**config.mk**
```make
export PLATFORM = sky130hd
export DESIGN_NAME = ocm_top
export DESIGN_NICKNAME = d
export VERILOG_FILES = /design/src/hdl/ocm_pkg.sv /design/src/hdl/ocm_channel.sv /design/src/hdl/ocm_top.sv
export SDC_FILE = /design/constraint.sdc
export NUM_CORES = 1
export LEC_CHECK = 0
export BUFFER_PORTS_ARGS = -buffer_cell sky130_fd_sc_hd__buf_2
export CORE_ASPECT_RATIO = 1.1
export CORE_MARGIN = 5
export CORE_UTILIZATION = 45
export CTS_CLUSTER_SIZE = 20
export DETAILED_ROUTE_END_ITERATION = 6
export PLACE_DENSITY_LB_ADDON = 0.15
export SLEW_MARGIN = 20
export SYNTH_ARGS = -nofsm -noshare
export SYNTH_HDL_FRONTEND = slang
export SYNTH_SLANG_ARGS = --single-unit
```
**constraint.sdc**
```tcl
create_clock -name core_clk -period 2.3 [get_ports core_clk]
set_clock_uncertainty 0.1 [all_clocks]
set_input_delay 0.23 -clock core_clk [delete_from_list [all_inputs] [get_ports core_clk]]
set_output_delay 0.23 -clock core_clk [all_outputs]
set_load 0.005 [all_outputs]
```
**src/hdl/ocm_pkg.sv**
```systemverilog
// Function
// [RL1] the two-bit response field in bits 7-6 picks latched fault, cycle-by-cycle, warning only or monitor off.
// [RL2] the two-bit deglitch field in bits 5-4 needs the comparator to hold 1, 2, 4 or 8 us before a fault counts.
// [RL3] after a fault the gate sink strength is the programmed sink current or a fixed 8, 31 or 62 mA code.
// [RL4] one bit picks the gate compare level for handshake and gate fault checks: 1.4 V clear, 1.0 V set.
// [RL5] with per-half-bridge shutdown set and bridge mode 00b or 11b a fault stops only its own half-bridge.
// [RL6] the upper nibble of the threshold register sets the high-side trip level, resetting to code 1101b.
// [RL7] the lower nibble sets the low-side trip level with the same sixteen codes, resetting to 1101b.
// [RL8] the offline diagnostic enable puts the comparators in real-time monitoring and allows the sources.
// [RL9] the four source enables act only while the offline diagnostic enable is set.
// [RL10] the monitor control register sits at 9h and resets to 20h.
// [RL11] the threshold register sits at ah and resets to ddh.
// [RL12] the diagnostic register sits at bh, resets to zero and keeps three reserved read/write bits.
// [RL13] the monitor is blanked for the programmed gate drive time of 96, 2, 4 or 8 us after each gate edge.
// [RL14] cycle-by-cycle faults release at the next commanded edge; latched faults hold until the host clears.
package ocm_pkg;
    localparam logic [3:0] OCM_ADDR_CTRL  = 4'h9;
    localparam logic [3:0] OCM_ADDR_LVL   = 4'ha;
    localparam logic [3:0] OCM_ADDR_DIAG  = 4'hb;
    localparam logic [7:0] OCM_RST_CTRL   = 8'h20;
    localparam logic [7:0] OCM_RST_LVL    = 8'hdd;
    localparam logic [7:0] OCM_RST_DIAG   = 8'h00;
    localparam int         OCM_MODE_LSB   = 6;
    localparam int         OCM_DG_LSB     = 4;
    localparam int         OCM_PD_LSB     = 2;
    localparam int         OCM_VGS_BIT    = 1;
    localparam int         OCM_IND_BIT    = 0;
    localparam int         OCM_HS_LSB     = 4;
    localparam int         OCM_LS_LSB     = 0;
    localparam int         OCM_DIAG_EN    = 4;
    localparam int         OCM_PU1_BIT    = 3;
    localparam int         OCM_PD1_BIT    = 2;
    localparam int         OCM_PU2_BIT    = 1;
    localparam int         OCM_PD2_BIT    = 0;
    localparam int         OCM_CLK_MHZ    = 50;
    localparam int         OCM_DG_US      = 1;
    localparam int         OCM_DG_CYC     = OCM_DG_US * OCM_CLK_MHZ;
    localparam int         OCM_BLK0_US    = 96;
    localparam int         OCM_BLK0_CYC   = OCM_BLK0_US * OCM_CLK_MHZ;
    localparam int         OCM_BLK1_US    = 2;
    localparam int         OCM_BLK1_CYC   = OCM_BLK1_US * OCM_CLK_MHZ;
    localparam int         OCM_BLK2_US    = 4;
    localparam int         OCM_BLK2_CYC   = OCM_BLK2_US * OCM_CLK_MHZ;
    localparam int         OCM_BLK3_US    = 8;
    localparam int         OCM_BLK3_CYC   = OCM_BLK3_US * OCM_CLK_MHZ;

    typedef enum logic [1:0] {
        OCM_MODE_LATCH = 2'b00,
        OCM_MODE_CBC   = 2'b01,
        OCM_MODE_WARN  = 2'b10,
        OCM_MODE_OFF   = 2'b11
    } ocm_mode_t;

    // decoded configuration handed to the analog side
    typedef struct packed {
        logic [1:0] post_fault_pulldown_strength;
        logic       gate_voltage_compare_level;
        logic [3:0] high_side_trip_level;
        logic [3:0] low_side_trip_level;
        logic       offline_diag_enable;
        logic [3:0] source_en;
    } ocm_cfg_t;
endpackage : ocm_pkg

```
**src/hdl/ocm_channel.sv**
```systemverilog
`timescale 1ns/1ps
`default_nettype none
// one comparator channel: blanking, deglitch and fault hold
module ocm_channel #(
    parameter int BLK0_CYC = ocm_pkg::OCM_BLK0_CYC
) (
    input  wire logic       core_clk,
    input  wire logic       rst,
    input  wire logic       cmp,
    input  wire logic       gate_edge,
    input  wire logic [1:0] mode,
    input  wire logic [1:0] dg_sel,
    input  wire logic [1:0] blk_sel,
    input  wire logic       live_mon,
    input  wire logic       clear,
    output logic            trip,
    output logic            fault
);
    logic [12:0] blk_q;
    logic [8:0]  dg_q;
    logic [8:0]  dg_lim;
    logic        held_q;

    // deglitch limit is 1 us shifted by the code
    assign dg_lim = 9'(ocm_pkg::OCM_DG_CYC << dg_sel); // RL2

    // blanking restarts at every commanded gate edge
    always_ff @(posedge core_clk) begin
        if (rst) begin
            blk_q <= 13'h0000;
        end else if (gate_edge) begin
            case (blk_sel) // RL13
                2'b00:   blk_q <= 13'(BLK0_CYC);
                2'b01:   blk_q <= 13'(ocm_pkg::OCM_BLK1_CYC);
                2'b10:   blk_q <= 13'(ocm_pkg::OCM_BLK2_CYC);
                default: blk_q <= 13'(ocm_pkg::OCM_BLK3_CYC);
            endcase
        end else if (blk_q != 13'h0000) begin
            blk_q <= blk_q - 13'h0001;
        end
    end

    // realtime diagnostics bypass blanking so the host sees the deglitched level
    always_ff @(posedge core_clk) begin
        if (rst || !cmp || (blk_q != 13'h0000 && !live_mon)) begin
            dg_q <= 9'h000;
        end else if (dg_q != dg_lim) begin
            dg_q <= dg_q + 9'h001;
        end
    end

    assign trip = cmp && (dg_q == dg_lim);

    // latched holds to host clear, cycle-by-cycle drops at next edge
    always_ff @(posedge core_clk) begin
        if (rst || mode == ocm_pkg::OCM_MODE_OFF) begin // RL1
            held_q <= 1'b0;
        end else if (trip && !live_mon) begin
            held_q <= 1'b1; // set beats clear
        end else if ((mode == ocm_pkg::OCM_MODE_CBC && gate_edge) // RL14
                     || (mode == ocm_pkg::OCM_MODE_LATCH && clear)
                     || mode == ocm_pkg::OCM_MODE_WARN) begin
            held_q <= 1'b0;
        end
    end

    assign fault = held_q && (mode != ocm_pkg::OCM_MODE_WARN);
endmodule : ocm_channel
`default_nettype wire

```
**src/hdl/ocm_top.sv**
```systemverilog
`timescale 1ns/1ps
`default_nettype none
// overcurrent monitor configuration bank with four comparator channels
module ocm_top #(
    parameter int BLK0_CYC = ocm_pkg::OCM_BLK0_CYC
) (
    input  wire logic            core_clk,
    input  wire logic            rst,
    input  wire logic            reg_wr,
    input  wire logic            reg_rd,
    input  wire logic [3:0]      reg_addr,
    input  wire logic [7:0]      reg_wdata,
    input  wire logic [1:0]      bridge_control_mode,
    input  wire logic [3:0]      cmp_pin,
    input  wire logic [3:0]      gate_cmd,
    input  wire logic            fault_clear,
    input  wire logic [1:0]      gate_drive_blanking_time,
    output logic [7:0]           reg_rdata,
    output ocm_pkg::ocm_cfg_t    cfg,
    output logic [3:0]           trip_status,
    output logic                 drain_source_overcurrent_fault,
    output logic                 overcurrent_warning,
    output logic [1:0]           bridge_shutdown,
    output logic                 sink_override
);
    logic [7:0] ctrl_q;
    logic [7:0] lvl_q;
    logic [7:0] diag_q;
    logic [3:0] cmp_m_q;
    logic [3:0] cmp_s_q;
    logic [3:0] cmd_q;
    logic [3:0] trip_w;
    logic [3:0] fault_w;
    logic [1:0] mode;
    logic       indep;

    assign mode  = ctrl_q[ocm_pkg::OCM_MODE_LSB +: 2]; // RL1
    // independent shutdown only in the half-bridge modes
    assign indep = ctrl_q[ocm_pkg::OCM_IND_BIT] // RL5
                   && (bridge_control_mode == 2'b00 || bridge_control_mode == 2'b11);

    // register writes; reserved diag bits are plain storage
    always_ff @(posedge core_clk) begin
        if (rst) begin
            ctrl_q <= ocm_pkg::OCM_RST_CTRL; // RL10
            lvl_q  <= ocm_pkg::OCM_RST_LVL;  // RL11
            diag_q <= ocm_pkg::OCM_RST_DIAG; // RL12
        end else if (reg_wr) begin
            case (reg_addr)
                ocm_pkg::OCM_ADDR_CTRL: ctrl_q <= reg_wdata;
                ocm_pkg::OCM_ADDR_LVL:  lvl_q  <= reg_wdata;
                ocm_pkg::OCM_ADDR_DIAG: diag_q <= reg_wdata;
                default:                ;
            endcase
        end
    end

    // registered read port, unmapped reads zero
    always_ff @(posedge core_clk) begin
        if (rst) begin
            reg_rdata <= 8'h00;
        end else if (reg_rd) begin
            case (reg_addr)
                ocm_pkg::OCM_ADDR_CTRL: reg_rdata <= ctrl_q;
                ocm_pkg::OCM_ADDR_LVL:  reg_rdata <= lvl_q;
                ocm_pkg::OCM_ADDR_DIAG: reg_rdata <= diag_q;
                default:                reg_rdata <= 8'h00;
            endcase
        end
    end

    // comparator pins are asynchronous: two flops before use
    always_ff @(posedge core_clk) begin
        if (rst) begin
            cmp_m_q <= 4'h0;
            cmp_s_q <= 4'h0;
            cmd_q   <= 4'h0;
        end else begin
            cmp_m_q <= cmp_pin;
            cmp_s_q <= cmp_m_q;
            cmd_q   <= gate_cmd;
        end
    end

    // channel order: hs1, ls1, hs2, ls2
    for (genvar i = 0; i < 4; i++) begin : g_ch
        ocm_channel #(
            .BLK0_CYC (BLK0_CYC)
        ) u_ch (
            .core_clk  (core_clk),
            .rst       (rst),
            .cmp       (cmp_s_q[i]),
            .gate_edge (gate_cmd[i] != cmd_q[i]),
            .mode      (mode),
            .dg_sel    (ctrl_q[ocm_pkg::OCM_DG_LSB +: 2]),
            .blk_sel   (gate_drive_blanking_time),
            .live_mon  (diag_q[ocm_pkg::OCM_DIAG_EN]), // RL8
            .clear     (fault_clear),
            .trip      (trip_w[i]),
            .fault     (fault_w[i])
        );
    end

    // configuration out; sources gated by the diag enable
    always_ff @(posedge core_clk) begin
        if (rst) begin
            cfg <= '0;
        end else begin
            cfg.post_fault_pulldown_strength <= ctrl_q[ocm_pkg::OCM_PD_LSB +: 2]; // RL3
            cfg.gate_voltage_compare_level   <= ctrl_q[ocm_pkg::OCM_VGS_BIT]; // RL4
            cfg.high_side_trip_level         <= lvl_q[ocm_pkg::OCM_HS_LSB +: 4]; // RL6
            cfg.low_side_trip_level          <= lvl_q[ocm_pkg::OCM_LS_LSB +: 4]; // RL7
            cfg.offline_diag_enable          <= diag_q[ocm_pkg::OCM_DIAG_EN]; // RL8
            cfg.source_en <= diag_q[ocm_pkg::OCM_DIAG_EN] ? diag_q[3:0] : 4'h0; // RL9
        end
    end

    // fault outputs and shutdown decision
    always_ff @(posedge core_clk) begin
        if (rst) begin
            trip_status                    <= 4'h0;
            drain_source_overcurrent_fault <= 1'b0;
            overcurrent_warning            <= 1'b0;
            bridge_shutdown                <= 2'b00;
            sink_override                  <= 1'b0;
        end else begin
            trip_status                    <= trip_w;
            drain_source_overcurrent_fault <= |fault_w;
            overcurrent_warning <= (mode == ocm_pkg::OCM_MODE_WARN) && (|trip_w);
            if (indep) begin
                bridge_shutdown <= {|fault_w[3:2], |fault_w[1:0]}; // RL5
            end else begin
                bridge_shutdown <= {2{|fault_w}};
            end
            // a nonzero strength code overrides the programmed sink current
            sink_override <= (|fault_w) && (ctrl_q[ocm_pkg::OCM_PD_LSB +: 2] != 2'b00); // RL3
        end
    end
endmodule : ocm_top
`default_nettype wire

```
==> summary.md <==
| Metric | Value |
|---|---|
| Status | `finished, final reports clean` |
| 1st-pass router iterations | `5` |
| Clk_lat worst skew | `0.42 ns` |
| Global route overflow | `0` |
| Initial antenna violation count | `0` |
| Initial DRC count | `358` |
| Critical setup path kind | `flip-flop to flip-flop` |
| GRT Util Overall | `between 10% and 20%` |
| Leakage power | `around 3.6 nW` |
| Cell taking the most area after synthesis | `dfxtp_1` |
| Core area | `16310 um2` |
| Transition time at the pin with the least slew margin | `0.6041 ns` |
| Diode count | `0` |
| # nets final | `978` |
| Fmax | `449.5 MHz` |
| FFs w/ async S/R, synth | `0%` |
| Layout cells sized above 1 | `roughly 17%` |
| Setup crit end kind | `flip-flop` |
| Crit share post-route | `a little over nine tenths` |
| Worst endpoint required time | `2.56 ns` |
| # rows | `49` |
| Worst Setup SP | `ctrl_q[5]` |
| Min-delay src | `gate_drive_blanking_time[1]` |
| Max_cap viols | `0` |
| Worst Path Arrival | `2.48 ns` |
| Seq cells post-synth | `161` |
| Critical Path Fanout Max | `8` |
| Die Y | `144.8 um` |
| Multi-input logic area | `slightly above 4000 um2` |
| CTS Root Buffer Type | `clkbuf_16` |
| Post-synth top cells | `161 x dfxtp_1, 113 x nor2_1, 63 x nand2_1` |
| Largest net degree at the start of global routing | `42` |
| Sequential cell area | `3223 um2` |
| Max-slew headroom | `roughly three fifths` |
| Total CTS buffers | `17` |
| Post-synth EDFFs | `0` |
| Ys flop type | `dfxtp_1` |
| Cell area after synthesis | `7437 um2` |
| Pwr Density | `~850 nW/um2` |
| Synth area leaders | `dfxtp_1 43%, nor2_1 5.7%, xor2_1 5.1%` |
| Routed WL | `between 15000 and 20000 um` |
| Post-synthesis cell type count | `66` |
| Worst setup SP type | `flip-flop` |
| Yosys warnings | `0` |
| Count leader, synth | `dfxtp_1` |
| Post-Syn Instances | `830` |
| Antenna viol nets, final | `0` |
| I/O pins | `62` |
| Crit path cell chain | `inv_1 > ha_4 > or3b_1 > a211o_1 > or3_4 > a2bb2oi_1 > nor2b_1` |
| Initial Utilization | `45.60%` |
| Placed inst area | `about 8000 um2` |
| Critical path's slowest cell | `or3_4` |
| Endpoints failing setup | `0` |
| Slowest stage delay, CP | `0.42 ns` |
| Port Buffers | `61` |
| Post-synth top area share | `43.34%` |
| Design area | `a little under 9000 um2` |
| Hold Path Class | `input port to flip-flop` |
| DRC errors left | `0` |
| RD Place Congestion | `0.8259` |
| Fill cells | `1519` |
| H-tree Lvls | `4` |
| Post-DR vias/cell | `5.197` |
| Peak VDD IR | `543.9 uV` |
| Area of the die | `19200 um2` |
| Mapped Nets | `875` |
| Worst r2r src | `ctrl_q[5]` |
| Chip width | `132.6 um` |
| Setup_tns | `0 ns` |
| TritonCTS clock tree | `done` |
| Vias | `5976` |
| First-pass GRT wire length | `29120 um` |
| Clock slew at reported path FFs | `0.07 ns` |
| Post-synthesis sequential area ratio | `between 40% and 50%` |
| WL/cell | `about 15 um` |
| Hold Violations, Final | `0` |
| Detailed Place HPWL | `between 10000 and 15000 um` |
| Pins Over Slew Limit | `0` |
| Vias in the first global route | `5929` |
| Clk sink count | `approximately 160` |
| Syn Area/Cell | `8.960 um2` |
| CTS max path bufs | `2` |
| Fin crit period | `2.225 ns` |
| Layout area overhead | `19.72%` |
==> layout make-up <==
type | instances | share of cell area, %
clock buffer | 17 | 4.778
clock inverter | 15 | 1.939
inverter | 19 | 0.8010
multi-input combinational | 623 | 45.29
sequential | 161 | 36.20
tap | 204 | 2.867
timing repair buffer | 111 | 8.123
==> registers in the layout (all words and copies together), names as in the netlist <==
register	cells
diag_q	8
cmd_q	4
lvl_q	8
overcurrent_warning	1
g_ch.u_ch.blk_q	52
g_ch.u_ch.dg_q	36
cmp_s_q	4
sink_override	1
drain_source_overcurrent_fault	1
cfg	16
ctrl_q	8
reg_rdata	8
trip_status	4
cmp_m_q	4
bridge_shutdown	2
g_ch.u_ch.held_q	4
==> power by group <==
group / internal [W] / switching, W / total, W
registers: 0.00297 / 0.000193 / 0.00317
logic: 0.000744 / 0.000816 / 0.00156
clock network: 0.00164 / 0.00123 / 0.00287
==> kinds of logic (layout without fill, tap and decap cells) <==
family          count (synthesis)  in the layout  share of synthesized area [%]
simple gates                  375            375                          26.90
flops                         161            161                          43.34
compound gates                118            118                          10.20
xor+xnor                       84             84                          9.892
buf+inv                        46            162                          2.843
mux                            30             30                          4.139
fa+ha+maj                      16             16                          2.692
==> layout by cell type, fill, tap and decap left out, drive strengths merged, types with 5 or more instances in the layout <==
cell,count
clkbuf,17
mux2i,24
a31oi,10
buf,95
ha,16
nand3b,16
dlygate4sd3,16
nor4,12
a21oi,46
mux2,6
o21a,5
inv,27
xnor2,41
nand3,33
a211oi,8
a22o,8
o21ai,13
xor2,43
nand2,63
or4,8
or3b,8
nor2b,42
a211o,5
nor3b,6
and3,9
dfxtp,161
nor2,113
nand2b,10
nor3,25
or3,9
and2,7
==> worst paths after layout <==
check                           to  slack [ns]  depth (start not counted)
max            g_ch[2].u_ch.held_q        0.08                          7
min          g_ch[3].u_ch.blk_q[4]        0.10                          3
max reg2reg    g_ch[2].u_ch.held_q        0.08                          7
min reg2reg             cmp_s_q[1]        0.34                          1
==> stage by stage <==
step                worst slack [ns]  total power [W]  std cells  hold slack [ns]  util, %
finish                       0.07524         0.007596       1150           0.1005    54.60
global route              -0.0003582         0.008033       1150           0.1102    54.60
CTS                          0.03674         0.007673       1150          0.07364    54.53
detailed placement           0.05617         0.004760       1102           0.3287    49.88
global placement              0.1044         0.004751       1102           0.3226    49.88
floorplan                    0.05549         0.004343        830           0.2478        -
==> worst max-delay path, delay by kind of cell (launching register included) <==
kind | cells | cell delay (ns)
buf+inv | 1 | 0.15
fa+ha+maj | 1 | 0.25
flops | 1 | 0.31
compound gates | 2 | 0.48
simple gates | 3 | 0.87
==> routing by layer <==
metal	part of all wire (%)	GRT usage [%]
met5	0	0
met4	2.1	7.221
met3	2.3	3.320
met2	48	31.20
met1	48	24.23
==> what timing repair did <==
action	in CTS	in global routing
hold endpoints to repair	29	0
hold buffers	16	0
resized for setup	0	2
endpoints found under the setup margin	0	4
buffers inserted	0	0
No activity file was read; power rests on OpenSTA's default activity.
